--- src/dchp_pkg.sv ---
// Shared constants and types for the disk controller host I/O port
package dchp_pkg;

   // ****************************************************
   // Word layout, accumulator bit n is word bit 15-n
   // ****************************************************
   localparam int WORD_W     = 16;
   localparam int SURF_HI    = 15;
   localparam int SURF5_HI   = 14;
   localparam int SURF_LO    = 10;
   localparam int SECT_HI    = 9;
   localparam int SECT_LO    = 5;
   localparam int CNT_HI     = 4;
   localparam int CNT_LO     = 0;
   localparam int OPC_HI     = 10;
   localparam int OPC_LO     = 7;
   localparam int DSEL_HI    = 6;
   localparam int DSEL_LO    = 5;
   localparam int NUM_DRV    = 4;

   // ****************************************************
   // Status word positions (accumulator numbering)
   // ****************************************************
   localparam int ST_FULL    = 0;
   localparam int ST_DONE    = 1;
   localparam int ST_SEEK0   = 2;
   localparam int ST_ILLADR  = 7;
   localparam int ST_ECC     = 8;
   localparam int ST_BADSECT = 9;
   localparam int ST_TMO     = 13;
   localparam int ST_ERR     = 15;

   // ****************************************************
   // Opcodes and timing
   // ****************************************************
   localparam logic [3:0] OPC_NOOP  = 4'hB;
   localparam logic [3:0] OPC_SEEK  = 4'h2;
   localparam logic [3:0] OPC_RECAL = 4'h1;
   localparam logic [3:0] OPC_READ  = 4'h4;
   localparam logic [3:0] OPC_ZERO  = 4'h0;
   localparam logic [5:0] SURF_ZERO = 6'h00;
   localparam logic [4:0] FLD_ZERO  = 5'h00;
   localparam logic [4:0] FLD_ONE   = 5'h01;
   localparam longint CLK_HZ        = 100000000;
   localparam longint TMO_MS        = 1000;
   localparam longint TMO_CYC       = TMO_MS * CLK_HZ / 1000;

   // ****************************************************
   // Types
   // ****************************************************
   typedef struct packed {
      logic outA;
      logic outC;
      logic inA;
      logic fnStart;
      logic fnClear;
      logic fnPulse;
      logic ioReset;
   } dchp_host_req_s;

   typedef struct packed {
      logic launch;
      logic retry;
      logic abort;
      logic [3:0] opcode;
   } dchp_xfer_ctl_s;

   typedef enum logic [1:0] {XS_IDLE, XS_CHECK, XS_RUN} dchp_xfer_e;

endpackage

--- src/dchp_host_io_port.sv ---
// Host I/O instruction port of the disk controller
`timescale 1ns/100ps
module dchp_host_io_port #(
   parameter bit         SURF_SIX = 1'b0,
   parameter logic [5:0] MAX_SURF = 6'h04,
   parameter logic [4:0] MAX_SECT = 5'h17,
   parameter longint     TMO_CYCLES = dchp_pkg::TMO_CYC
) (
   input  wire logic                   sys_clk,
   input  wire logic                   sys_rst,
   input  wire logic                   ce,
   input  wire dchp_pkg::dchp_host_req_s hostReq,
   input  wire logic [15:0]            hostDataOut,
   output logic      [15:0]            hostDataIn,
   output logic                        busy,
   output logic                        done,
   output logic                        ctrlFull,
   input  wire logic                   retryEnable,
   input  wire logic                   sectorEnd,
   input  wire logic                   eccMismatch,
   input  wire logic                   badSectorMark,
   output dchp_pkg::dchp_xfer_ctl_s    xferCtl,
   output logic      [5:0]             surfaceAddr,
   output logic      [4:0]             sectorAddr,
   output logic      [4:0]             sectorCount,
   output logic      [3:0]             opcode,
   output logic      [1:0]             driveSel,
   output logic                        posLaunch,
   output logic      [3:0]             posOpcode,
   output logic      [1:0]             posDrive,
   input  wire logic                   driveOrderTaken,
   input  wire logic [3:0]             driveSeekEndPin,
   input  wire logic [3:0]             driveReadyPin,
   input  wire logic [3:0]             driveReservedPin,
   input  wire logic                   driveErrorPin,
   output logic                        attnIntDisable,
   output logic                        memAddrZero,
   output logic                        altModesOff
);

   // ****************************************************
   // Elaboration checks
   // ****************************************************
   initial begin
      if (MAX_SURF == 6'h00 || MAX_SECT == 5'h00)
         $error("dchp_host_io_port: capacity must be nonzero");
   end

   // ****************************************************
   // Pin synchronisers
   // ****************************************************
   logic [3:0] seekEndS, readyS, reservedS;
   logic       driveErrS;
   logic [3:0] seekEndPrev_r;

   dchp_sync #(.WIDTH(13)) uSync (
      .sys_clk (sys_clk),
      .sys_rst (sys_rst),
      .ce      (ce),
      .asyncIn ({driveSeekEndPin, driveReadyPin, driveReservedPin, driveErrorPin}),
      .syncOut ({seekEndS, readyS, reservedS, driveErrS})
   );

   // Edge taken after the second stage, never on the first
   wire [3:0] seekEndRise = seekEndS & ~seekEndPrev_r;

   // ****************************************************
   // Decode
   // ****************************************************
   function automatic logic [1:0] lowestFree(input logic [3:0] ok);
      lowestFree = 2'h0;
      for (int i = dchp_pkg::NUM_DRV - 1; i >= 0; i--)
         if (ok[i]) lowestFree = 2'(i);
   endfunction

   wire isSeek    = (opcode == dchp_pkg::OPC_SEEK);
   wire isRecal   = (opcode == dchp_pkg::OPC_RECAL);
   wire isNoop    = (opcode == dchp_pkg::OPC_NOOP);
   wire isPosOp   = isSeek || isRecal;
   wire global_io_reset_instr     = hostReq.ioReset;
   wire doClear   = hostReq.fnClear || global_io_reset_instr;
   wire doStart   = hostReq.fnStart && !doClear;
   wire doPulse   = hostReq.fnPulse && !doClear && isPosOp;
   wire sscWrite  = hostReq.outC && !isSeek && !busy && !global_io_reset_instr;
   wire [5:0] newSurf = SURF_SIX ?
                      hostDataOut[dchp_pkg::SURF_HI:dchp_pkg::SURF_LO]
                    : {1'b0, hostDataOut[dchp_pkg::SURF5_HI:dchp_pkg::SURF_LO]};
   wire [4:0] newSect = hostDataOut[dchp_pkg::SECT_HI:dchp_pkg::SECT_LO];
   wire [4:0] newCnt  = hostDataOut[dchp_pkg::CNT_HI:dchp_pkg::CNT_LO];
   wire [3:0] freeDrv = readyS & ~reservedS;
   wire       illegal = (surfaceAddr > MAX_SURF) || (sectorAddr > MAX_SECT);
   wire       lastSect = (sectorAddr == MAX_SECT);
   wire [4:0] cntInc   = sectorCount + dchp_pkg::FLD_ONE;

   // ****************************************************
   // Transfer control
   // ****************************************************
   dchp_pkg::dchp_xfer_e state_r, state_nxt;
   logic retried_r, tmoFired, illFlag_r, eccFlag_r, badFlag_r, tmoFlag_r;
   logic [3:0] seekDone_r;
   logic recalPend_r;

   dchp_timeout #(.LIMIT(TMO_CYCLES)) uTmo (
      .sys_clk (sys_clk),
      .sys_rst (sys_rst),
      .ce      (ce),
      .arm     (doStart),
      .run     (busy),
      .expired (tmoFired)
   );

   wire running   = (state_r == dchp_pkg::XS_RUN) && !doClear;
   wire chkFail   = (state_r == dchp_pkg::XS_CHECK) && illegal && !doClear;
   wire badHit    = running && badSectorMark;
   wire tmoHit    = running && tmoFired && !badHit;
   wire secOk     = running && sectorEnd && !eccMismatch && !badHit && !tmoHit;
   wire eccHit    = running && sectorEnd && eccMismatch && !badHit && !tmoHit;
   wire doRetry   = eccHit && retryEnable && !retried_r && (opcode == dchp_pkg::OPC_READ);
   wire eccFinal  = eccHit && !doRetry;
   wire advance   = secOk || eccFinal;
   wire lastDone  = secOk && (cntInc == dchp_pkg::FLD_ZERO);
   wire finish    = chkFail || badHit || tmoHit || eccFinal || lastDone;

   always_comb begin
      state_nxt = state_r;
      case (state_r)
         dchp_pkg::XS_IDLE:  if (doStart && !isPosOp && !isNoop) state_nxt = dchp_pkg::XS_CHECK;
         dchp_pkg::XS_CHECK: state_nxt = illegal ? dchp_pkg::XS_IDLE : dchp_pkg::XS_RUN;
         dchp_pkg::XS_RUN:   if (finish) state_nxt = dchp_pkg::XS_IDLE;
         default:            state_nxt = dchp_pkg::XS_IDLE;
      endcase
      if (doClear) state_nxt = dchp_pkg::XS_IDLE;
   end

   // ****************************************************
   // State registers
   // ****************************************************
   always_ff @(posedge sys_clk) begin
      if (sys_rst) begin
         state_r       <= dchp_pkg::XS_IDLE;
         busy          <= 1'b0;
         done          <= 1'b0;
         retried_r     <= 1'b0;
         seekEndPrev_r <= 4'h0;
      end else if (ce) begin
         state_r       <= state_nxt;
         seekEndPrev_r <= seekEndS;
         if (doClear) begin
            busy <= 1'b0;
            done <= 1'b0;
         end else if (doStart) begin
            busy <= 1'b1;
            done <= 1'b0;
         end else if (finish) begin
            busy <= 1'b0;
            done <= 1'b1;
         end
         if (doStart || advance)
            retried_r <= 1'b0;
         else if (doRetry)
            retried_r <= 1'b1;
      end
   end

   // ****************************************************
   // Address, count and opcode registers
   // ****************************************************
   always_ff @(posedge sys_clk) begin
      if (sys_rst) begin
         surfaceAddr <= dchp_pkg::SURF_ZERO;
         sectorAddr  <= dchp_pkg::FLD_ZERO;
         sectorCount <= dchp_pkg::FLD_ZERO;
         opcode      <= dchp_pkg::OPC_ZERO;
         driveSel    <= 2'h0;
      end else if (ce) begin
         if (global_io_reset_instr) begin
            surfaceAddr <= dchp_pkg::SURF_ZERO;
            sectorAddr  <= dchp_pkg::FLD_ZERO;
            sectorCount <= dchp_pkg::FLD_ZERO;
            opcode      <= dchp_pkg::OPC_ZERO;
            driveSel    <= 2'h0;
         end else if (sscWrite) begin
            surfaceAddr <= newSurf;
            sectorAddr  <= newSect;
            sectorCount <= newCnt;
         end else if (advance) begin
            // Bad sector and timeout leave the pointer on the failing sector
            sectorCount <= cntInc;
            sectorAddr  <= lastSect ? dchp_pkg::FLD_ZERO : sectorAddr + dchp_pkg::FLD_ONE;
            if (lastSect)
               surfaceAddr <= surfaceAddr + 6'h01;
         end
         if (hostReq.outA && !global_io_reset_instr && !busy) begin
            opcode   <= hostDataOut[dchp_pkg::OPC_HI:dchp_pkg::OPC_LO];
            driveSel <= hostDataOut[dchp_pkg::DSEL_HI:dchp_pkg::DSEL_LO];
         end
      end
   end

   // ****************************************************
   // Error and attention flags; a set beats a clear
   // ****************************************************
   wire clrErr = doClear || doStart;
   always_ff @(posedge sys_clk) begin
      if (sys_rst) begin
         illFlag_r  <= 1'b0;
         eccFlag_r  <= 1'b0;
         badFlag_r  <= 1'b0;
         tmoFlag_r  <= 1'b0;
         seekDone_r <= 4'h0;
         ctrlFull   <= 1'b0;
      end else if (ce) begin
         illFlag_r  <= chkFail || (illFlag_r && !clrErr);
         eccFlag_r  <= eccHit || (eccFlag_r && !clrErr);
         badFlag_r  <= badHit || (badFlag_r && !clrErr);
         tmoFlag_r  <= tmoHit || (tmoFlag_r && !clrErr);
         seekDone_r <= seekEndRise | (seekDone_r & {4{!doClear}});
         ctrlFull   <= doPulse || (ctrlFull && !driveOrderTaken);
      end
   end

   // ****************************************************
   // Launches toward drive and transfer engine
   // ****************************************************
   always_ff @(posedge sys_clk) begin
      if (sys_rst) begin
         xferCtl        <= '0;
         posLaunch      <= 1'b0;
         posOpcode      <= dchp_pkg::OPC_ZERO;
         posDrive       <= 2'h0;
         recalPend_r    <= 1'b0;
         attnIntDisable <= 1'b0;
         memAddrZero    <= 1'b0;
         altModesOff    <= 1'b0;
      end else if (ce) begin
         xferCtl.launch <= (state_r == dchp_pkg::XS_CHECK) && !illegal && !doClear;
         xferCtl.retry  <= doRetry;
         xferCtl.abort  <= doClear || badHit || tmoHit;
         xferCtl.opcode <= opcode;
         memAddrZero    <= global_io_reset_instr;
         altModesOff    <= global_io_reset_instr;
         recalPend_r    <= global_io_reset_instr;
         if (doStart)
            attnIntDisable <= 1'b1;
         else if (doClear)
            attnIntDisable <= 1'b0;
         // Recalibrate waits one cycle so clear actions land first
         posLaunch <= doPulse || (recalPend_r && (freeDrv != 4'h0));
         if (doPulse) begin
            posOpcode <= opcode;
            posDrive  <= driveSel;
         end else if (recalPend_r) begin
            posOpcode <= dchp_pkg::OPC_RECAL;
            posDrive  <= lowestFree(freeDrv);
         end
      end
   end

   // ****************************************************
   // Status word
   // ****************************************************
   logic [15:0] statusWord;
   wire errSum = illFlag_r || eccFlag_r || badFlag_r || tmoFlag_r || driveErrS;
   always_comb begin
      statusWord = 16'h0000;
      statusWord[15 - dchp_pkg::ST_FULL]    = ctrlFull;
      statusWord[15 - dchp_pkg::ST_DONE]    = done;
      for (int i = 0; i < dchp_pkg::NUM_DRV; i++)
         statusWord[15 - dchp_pkg::ST_SEEK0 - i] = seekDone_r[i];
      statusWord[15 - dchp_pkg::ST_ILLADR]  = illFlag_r;
      statusWord[15 - dchp_pkg::ST_ECC]     = eccFlag_r;
      statusWord[15 - dchp_pkg::ST_BADSECT] = badFlag_r;
      statusWord[15 - dchp_pkg::ST_TMO]     = tmoFlag_r;
      statusWord[15 - dchp_pkg::ST_ERR]     = errSum;
   end

   always_ff @(posedge sys_clk) begin
      if (sys_rst)
         hostDataIn <= 16'h0000;
      else if (ce && hostReq.inA)
         hostDataIn <= statusWord;
   end

endmodule

--- src/dchp_sync.sv ---
// Two-flop synchroniser for drive-side level pins
`timescale 1ns/100ps
module dchp_sync #(
   parameter int WIDTH = 1
) (
   input  wire logic             sys_clk,
   input  wire logic             sys_rst,
   input  wire logic             ce,
   input  wire logic [WIDTH-1:0] asyncIn,
   output logic      [WIDTH-1:0] syncOut
);

   logic [WIDTH-1:0] meta_r;

   // First stage feeds only the second stage
   always_ff @(posedge sys_clk) begin
      if (sys_rst) begin
         meta_r  <= '0;
         syncOut <= '0;
      end else if (ce) begin
         meta_r  <= asyncIn;
         syncOut <= meta_r;
      end
   end

endmodule

--- src/dchp_timeout.sv ---
// Read/write timeout counter, expired stays high from the limit until run falls or arm
`timescale 1ns/100ps
module dchp_timeout #(
   parameter longint LIMIT = 100000000
) (
   input  wire logic sys_clk,
   input  wire logic sys_rst,
   input  wire logic ce,
   input  wire logic arm,
   input  wire logic run,
   output logic      expired
);

   localparam int CW = $clog2(LIMIT + 1);
   localparam logic [CW-1:0] LAST = CW'(LIMIT - 1);

   initial begin
      if (LIMIT < 2) $error("dchp_timeout: LIMIT too small");
   end

   logic [CW-1:0] count_r;
   wire           atLast = (count_r == LAST);

   always_ff @(posedge sys_clk) begin
      if (sys_rst) begin
         count_r <= '0;
         expired <= 1'b0;
      end else if (ce) begin
         expired <= run && !arm && atLast;
         if (arm || !run)
            count_r <= '0;
         else if (!atLast)
            count_r <= count_r + CW'(1);
      end
   end

endmodule

--- config.mk ---
export PLATFORM = sky130hd
export DESIGN_NAME = dchp_host_io_port
export DESIGN_NICKNAME = d
export VERILOG_FILES = /design/src/dchp_pkg.sv /design/src/dchp_host_io_port.sv /design/src/dchp_sync.sv /design/src/dchp_timeout.sv
export SDC_FILE = /design/constraint.sdc
export NUM_CORES = 1
export LEC_CHECK = 0
export ABC_CLOCK_PERIOD_IN_PS = 5890
export BUFFER_PORTS_ARGS = -buffer_cell sky130_fd_sc_hd__buf_2
export CAP_MARGIN = 10
export CELL_PAD_IN_SITES_DETAIL_PLACEMENT = 0
export CELL_PAD_IN_SITES_GLOBAL_PLACEMENT = 2
export CORE_MARGIN = 5
export CORE_UTILIZATION = 36
export CTS_CLUSTER_SIZE = 16
export DETAILED_ROUTE_END_ITERATION = 16
export GPL_ROUTABILITY_DRIVEN = 0
export HOLD_SLACK_MARGIN = 0.03
export PLACE_DENSITY_LB_ADDON = 0.1
export SLEW_MARGIN = 0
export SYNTH_ARGS = -nofsm -noshare
export SYNTH_HDL_FRONTEND = slang
export SYNTH_SLANG_ARGS = --single-unit
--- constraint.sdc ---
create_clock -name sys_clk -period 5.89 [get_ports sys_clk]
set_input_delay 0.2945 -clock sys_clk [delete_from_list [all_inputs] [get_ports sys_clk]]
set_output_delay 0.2945 -clock sys_clk [all_outputs]
set_load 0.01 [all_outputs]
==> results.toml <==
[synth]
synth_top_area_share_pct = 43.41
avgSynthCellArea_sq_um = 8.638
ys_warn_count = 0
synthTopCellsByCount = "dfxtp_1 (121), nor2_1 (81), nand2_1 (60)"
synth_ff_type = "dfxtp_1"
synth-seq-cells = 121
ys_seq_area_share_pct = 43.41
ys_types = 67
synth.most_common_cell = "dfxtp_1"
synth_edf_count = 0
synthTopCellsByArea = "dfxtp_1 (43%), mux2i_1 (7.4%), nor2_1 (5.4%)"
synth_cells = 646
syn-cell-area_sq_um = 5580
async_flop_share_pct = 0
synth_area_leader_cell = "dfxtp_1"

[floorplanning]
fp.dieH_um = 134.5
rows = 45
ios = 102
core_area_sq_um = 15200
initial_core_util_pct = 36.71
die_x_um = 134.5
dieArea_sq_um = 18090

[timing]
hold_viol_final = 0
slew_violations = 0
setup_tns_ps = 0
rsz0062_at_grt = "false"
period_share_pct = 40.39
setup_viol = 0
fin_worst_skew_ps = 7.980
relSlewSlack_pct = 39.43
fmaxAchievable_ghz = 0.4204
period_needed_ps = 2379
tightestPinTransition_ps = 908.5

[layout]
nets = 776
final_cells = 926
syn_to_final_growth_pct = 20.87
antenna_cells = 0
multi_input_area_sq_um = 2942
drive_gt1_share_pct = 20.46
regArea_sq_um = 2422
n_fill_cell = 1573
final_area_sq_um = 6745

[setup_path]
regToRegSetupSlack_ps = 3510
cp-end-kind = "flip-flop"
crit_fanout = 11
worstSetupStartpointType = "flip-flop"
rr_endpoint = "surfaceAddr[0]"
reg2reg_depth = 5
crit_type = "flip-flop to flip-flop"
arrival_ps = 2680
reg2reg_from = "opcode[1]"
cp.required_ps = 6200

[clock_network]
cts_tree = "built"
cts_setup_buffers = 0
cts_resized = 0
cts_root_buf = "clkbuf_16"
postCtsHoldBufs = 0
clock_path_buffers = 2
clock-sinks = 121
clk_pin_slew_ps = 60
clk_latency_ps = 410
numCtsBuffers = 17
htree_levels = 4

[pwr]
power_density_nw_per_um2 = 297.0
peakVddDrop_mv = 0.2034
finalPower_mw = 2.004
p_leak_nw = 2.711

[grt]
grtUsageTotal_pct = 16.74
grt_overflow = 0
antenna_found_initial = 1
grt_pass1_vias = 4712
grt_pass1_wl_mm = 24.34
grt_max_degree = 84

[drt]
avgViaCountPerCell = 5.302
drt_first_iter_violations = 216
ant_nets = 0
drt-total-wl_mm = 14.88
drc_errors = 0
num_vias = 4910
first_pass_iters = 5
drt-wirelength-per-cell_um = 16.07

[placement]
hpwl_mm = 10.34
port_buffers = 95
placed_cell_area_sq_um = 6167
place_inst = 895

[hold_path]
hp-class = "primary input to flip-flop"
worstHoldStart = "driveSeekEndPin[2]"
min_path_cells = 3
whs_endpoint = "uSync.meta_r[11]"

[outcome]
status = "finished clean"

[job]
cap_violations = 0
-- stage by stage --
| stage | hold slack [ps] | setup WS (ps) | util [%] |
|---|---|---|---|
| floorplan | 420.2 | 3778 | - |
| global placement | 439.4 | 3412 | 40.57 |
| detailed placement | 445.6 | 3376 | 40.57 |
| CTS | 100.2 | 3497 | 44.37 |
| global route | 104.8 | 3385 | 44.37 |
| finish | 113.9 | 3511 | 44.37 |
-- critical path, stage by stage (launching register included) --
cell     delay, ps
dfxtp_1        610
or4b_2         670
a21oi_1        400
o22ai_4        190
nor4b_2        200
a31o_1         200
-- flip-flops by register name, indices dropped and copies added (netlist names), 2 cells and up --
| signal | flops |
|---|---|
| driveSel | 2 |
| hostDataIn | 11 |
| opcode | 4 |
| posDrive | 2 |
| posOpcode | 4 |
| sectorAddr | 5 |
| sectorCount | 5 |
| seekDone_r | 4 |
| seekEndPrev_r | 4 |
| state_r | 2 |
| surfaceAddr | 6 |
| uSync.meta_r | 13 |
| uSync.syncOut | 13 |
| uTmo.count_r | 27 |
| xferCtl | 7 |
-- logic make-up after synthesis --
family,count (synthesis),share of synthesized area [%]
xor gates and xnor gates,15,2.354
DFF,121,43.41
adders and majority gates,6,1.345
AOI/OAI and AO/OA,127,15.02
muxes,47,8.565
buffers and inverters,56,4.260
other,1,0.06720
and+or+nand+nor,273,24.98
-- routing by layer --
metal  vias up  wire length, um  global-route usage [%]
met3        16              674                   5.179
li1       2488                -                       -
met2        93             6638                   25.75
met4         2              201                   5.090
met1      2311             7355                   22.61
met5         -               13                       0
-- final cells by class --
cell class / count / share of cell area, %
Clock buffer: 19 / 6.715
Clock inverter: 12 / 1.855
Inverter: 12 / 0.6678
Multi-Input combinational cell: 473 / 43.61
Sequential cell: 121 / 35.91
Tap cell: 188 / 3.487
Timing Repair Buffer: 101 / 7.754
-- cell usage in the layout (no fill, tap or decap), types with 8 or more instances in the layout --
master / n
nand2_1: 60
dfxtp_1: 121
xnor2_1: 11
o21ai_0: 18
buf_2: 94
or3_1: 14
clkbuf_16: 17
nor2_1: 81
a21oi_1: 50
inv_1: 11
or4_1: 8
nand3_1: 26
nand4_1: 9
o31ai_1: 11
nor3_1: 15
and3_1: 9
mux2i_1: 41
-- worst max-delay path by stage --
stage / from / slack, ps / cells past startpoint / endpoint
6_report: opcode[1] / 3510 / 5 / surfaceAddr[0]
5_1_grt: opcode[1] / 3390 / 5 / surfaceAddr[0]
4_1_cts: opcode[1] / 3500 / 5 / surfaceAddr[0]
3_5_place_dp: hostReq[0] / 3380 / 6 / surfaceAddr[0]
3_3_place_gp: hostReq[0] / 3410 / 6 / surfaceAddr[0]
2_1_floorplan: opcode[0] / 3780 / 6 / surfaceAddr[0]
-- power by group --
part	internal, mW	total [mW]	switching, mW
Clock	0.639	1.01	0.370
Combinational	0.0547	0.139	0.0847
Sequential	0.838	0.855	0.0170
Total	1.53	2.00	0.472
Note: power is estimated with default switching activity, not from simulation.
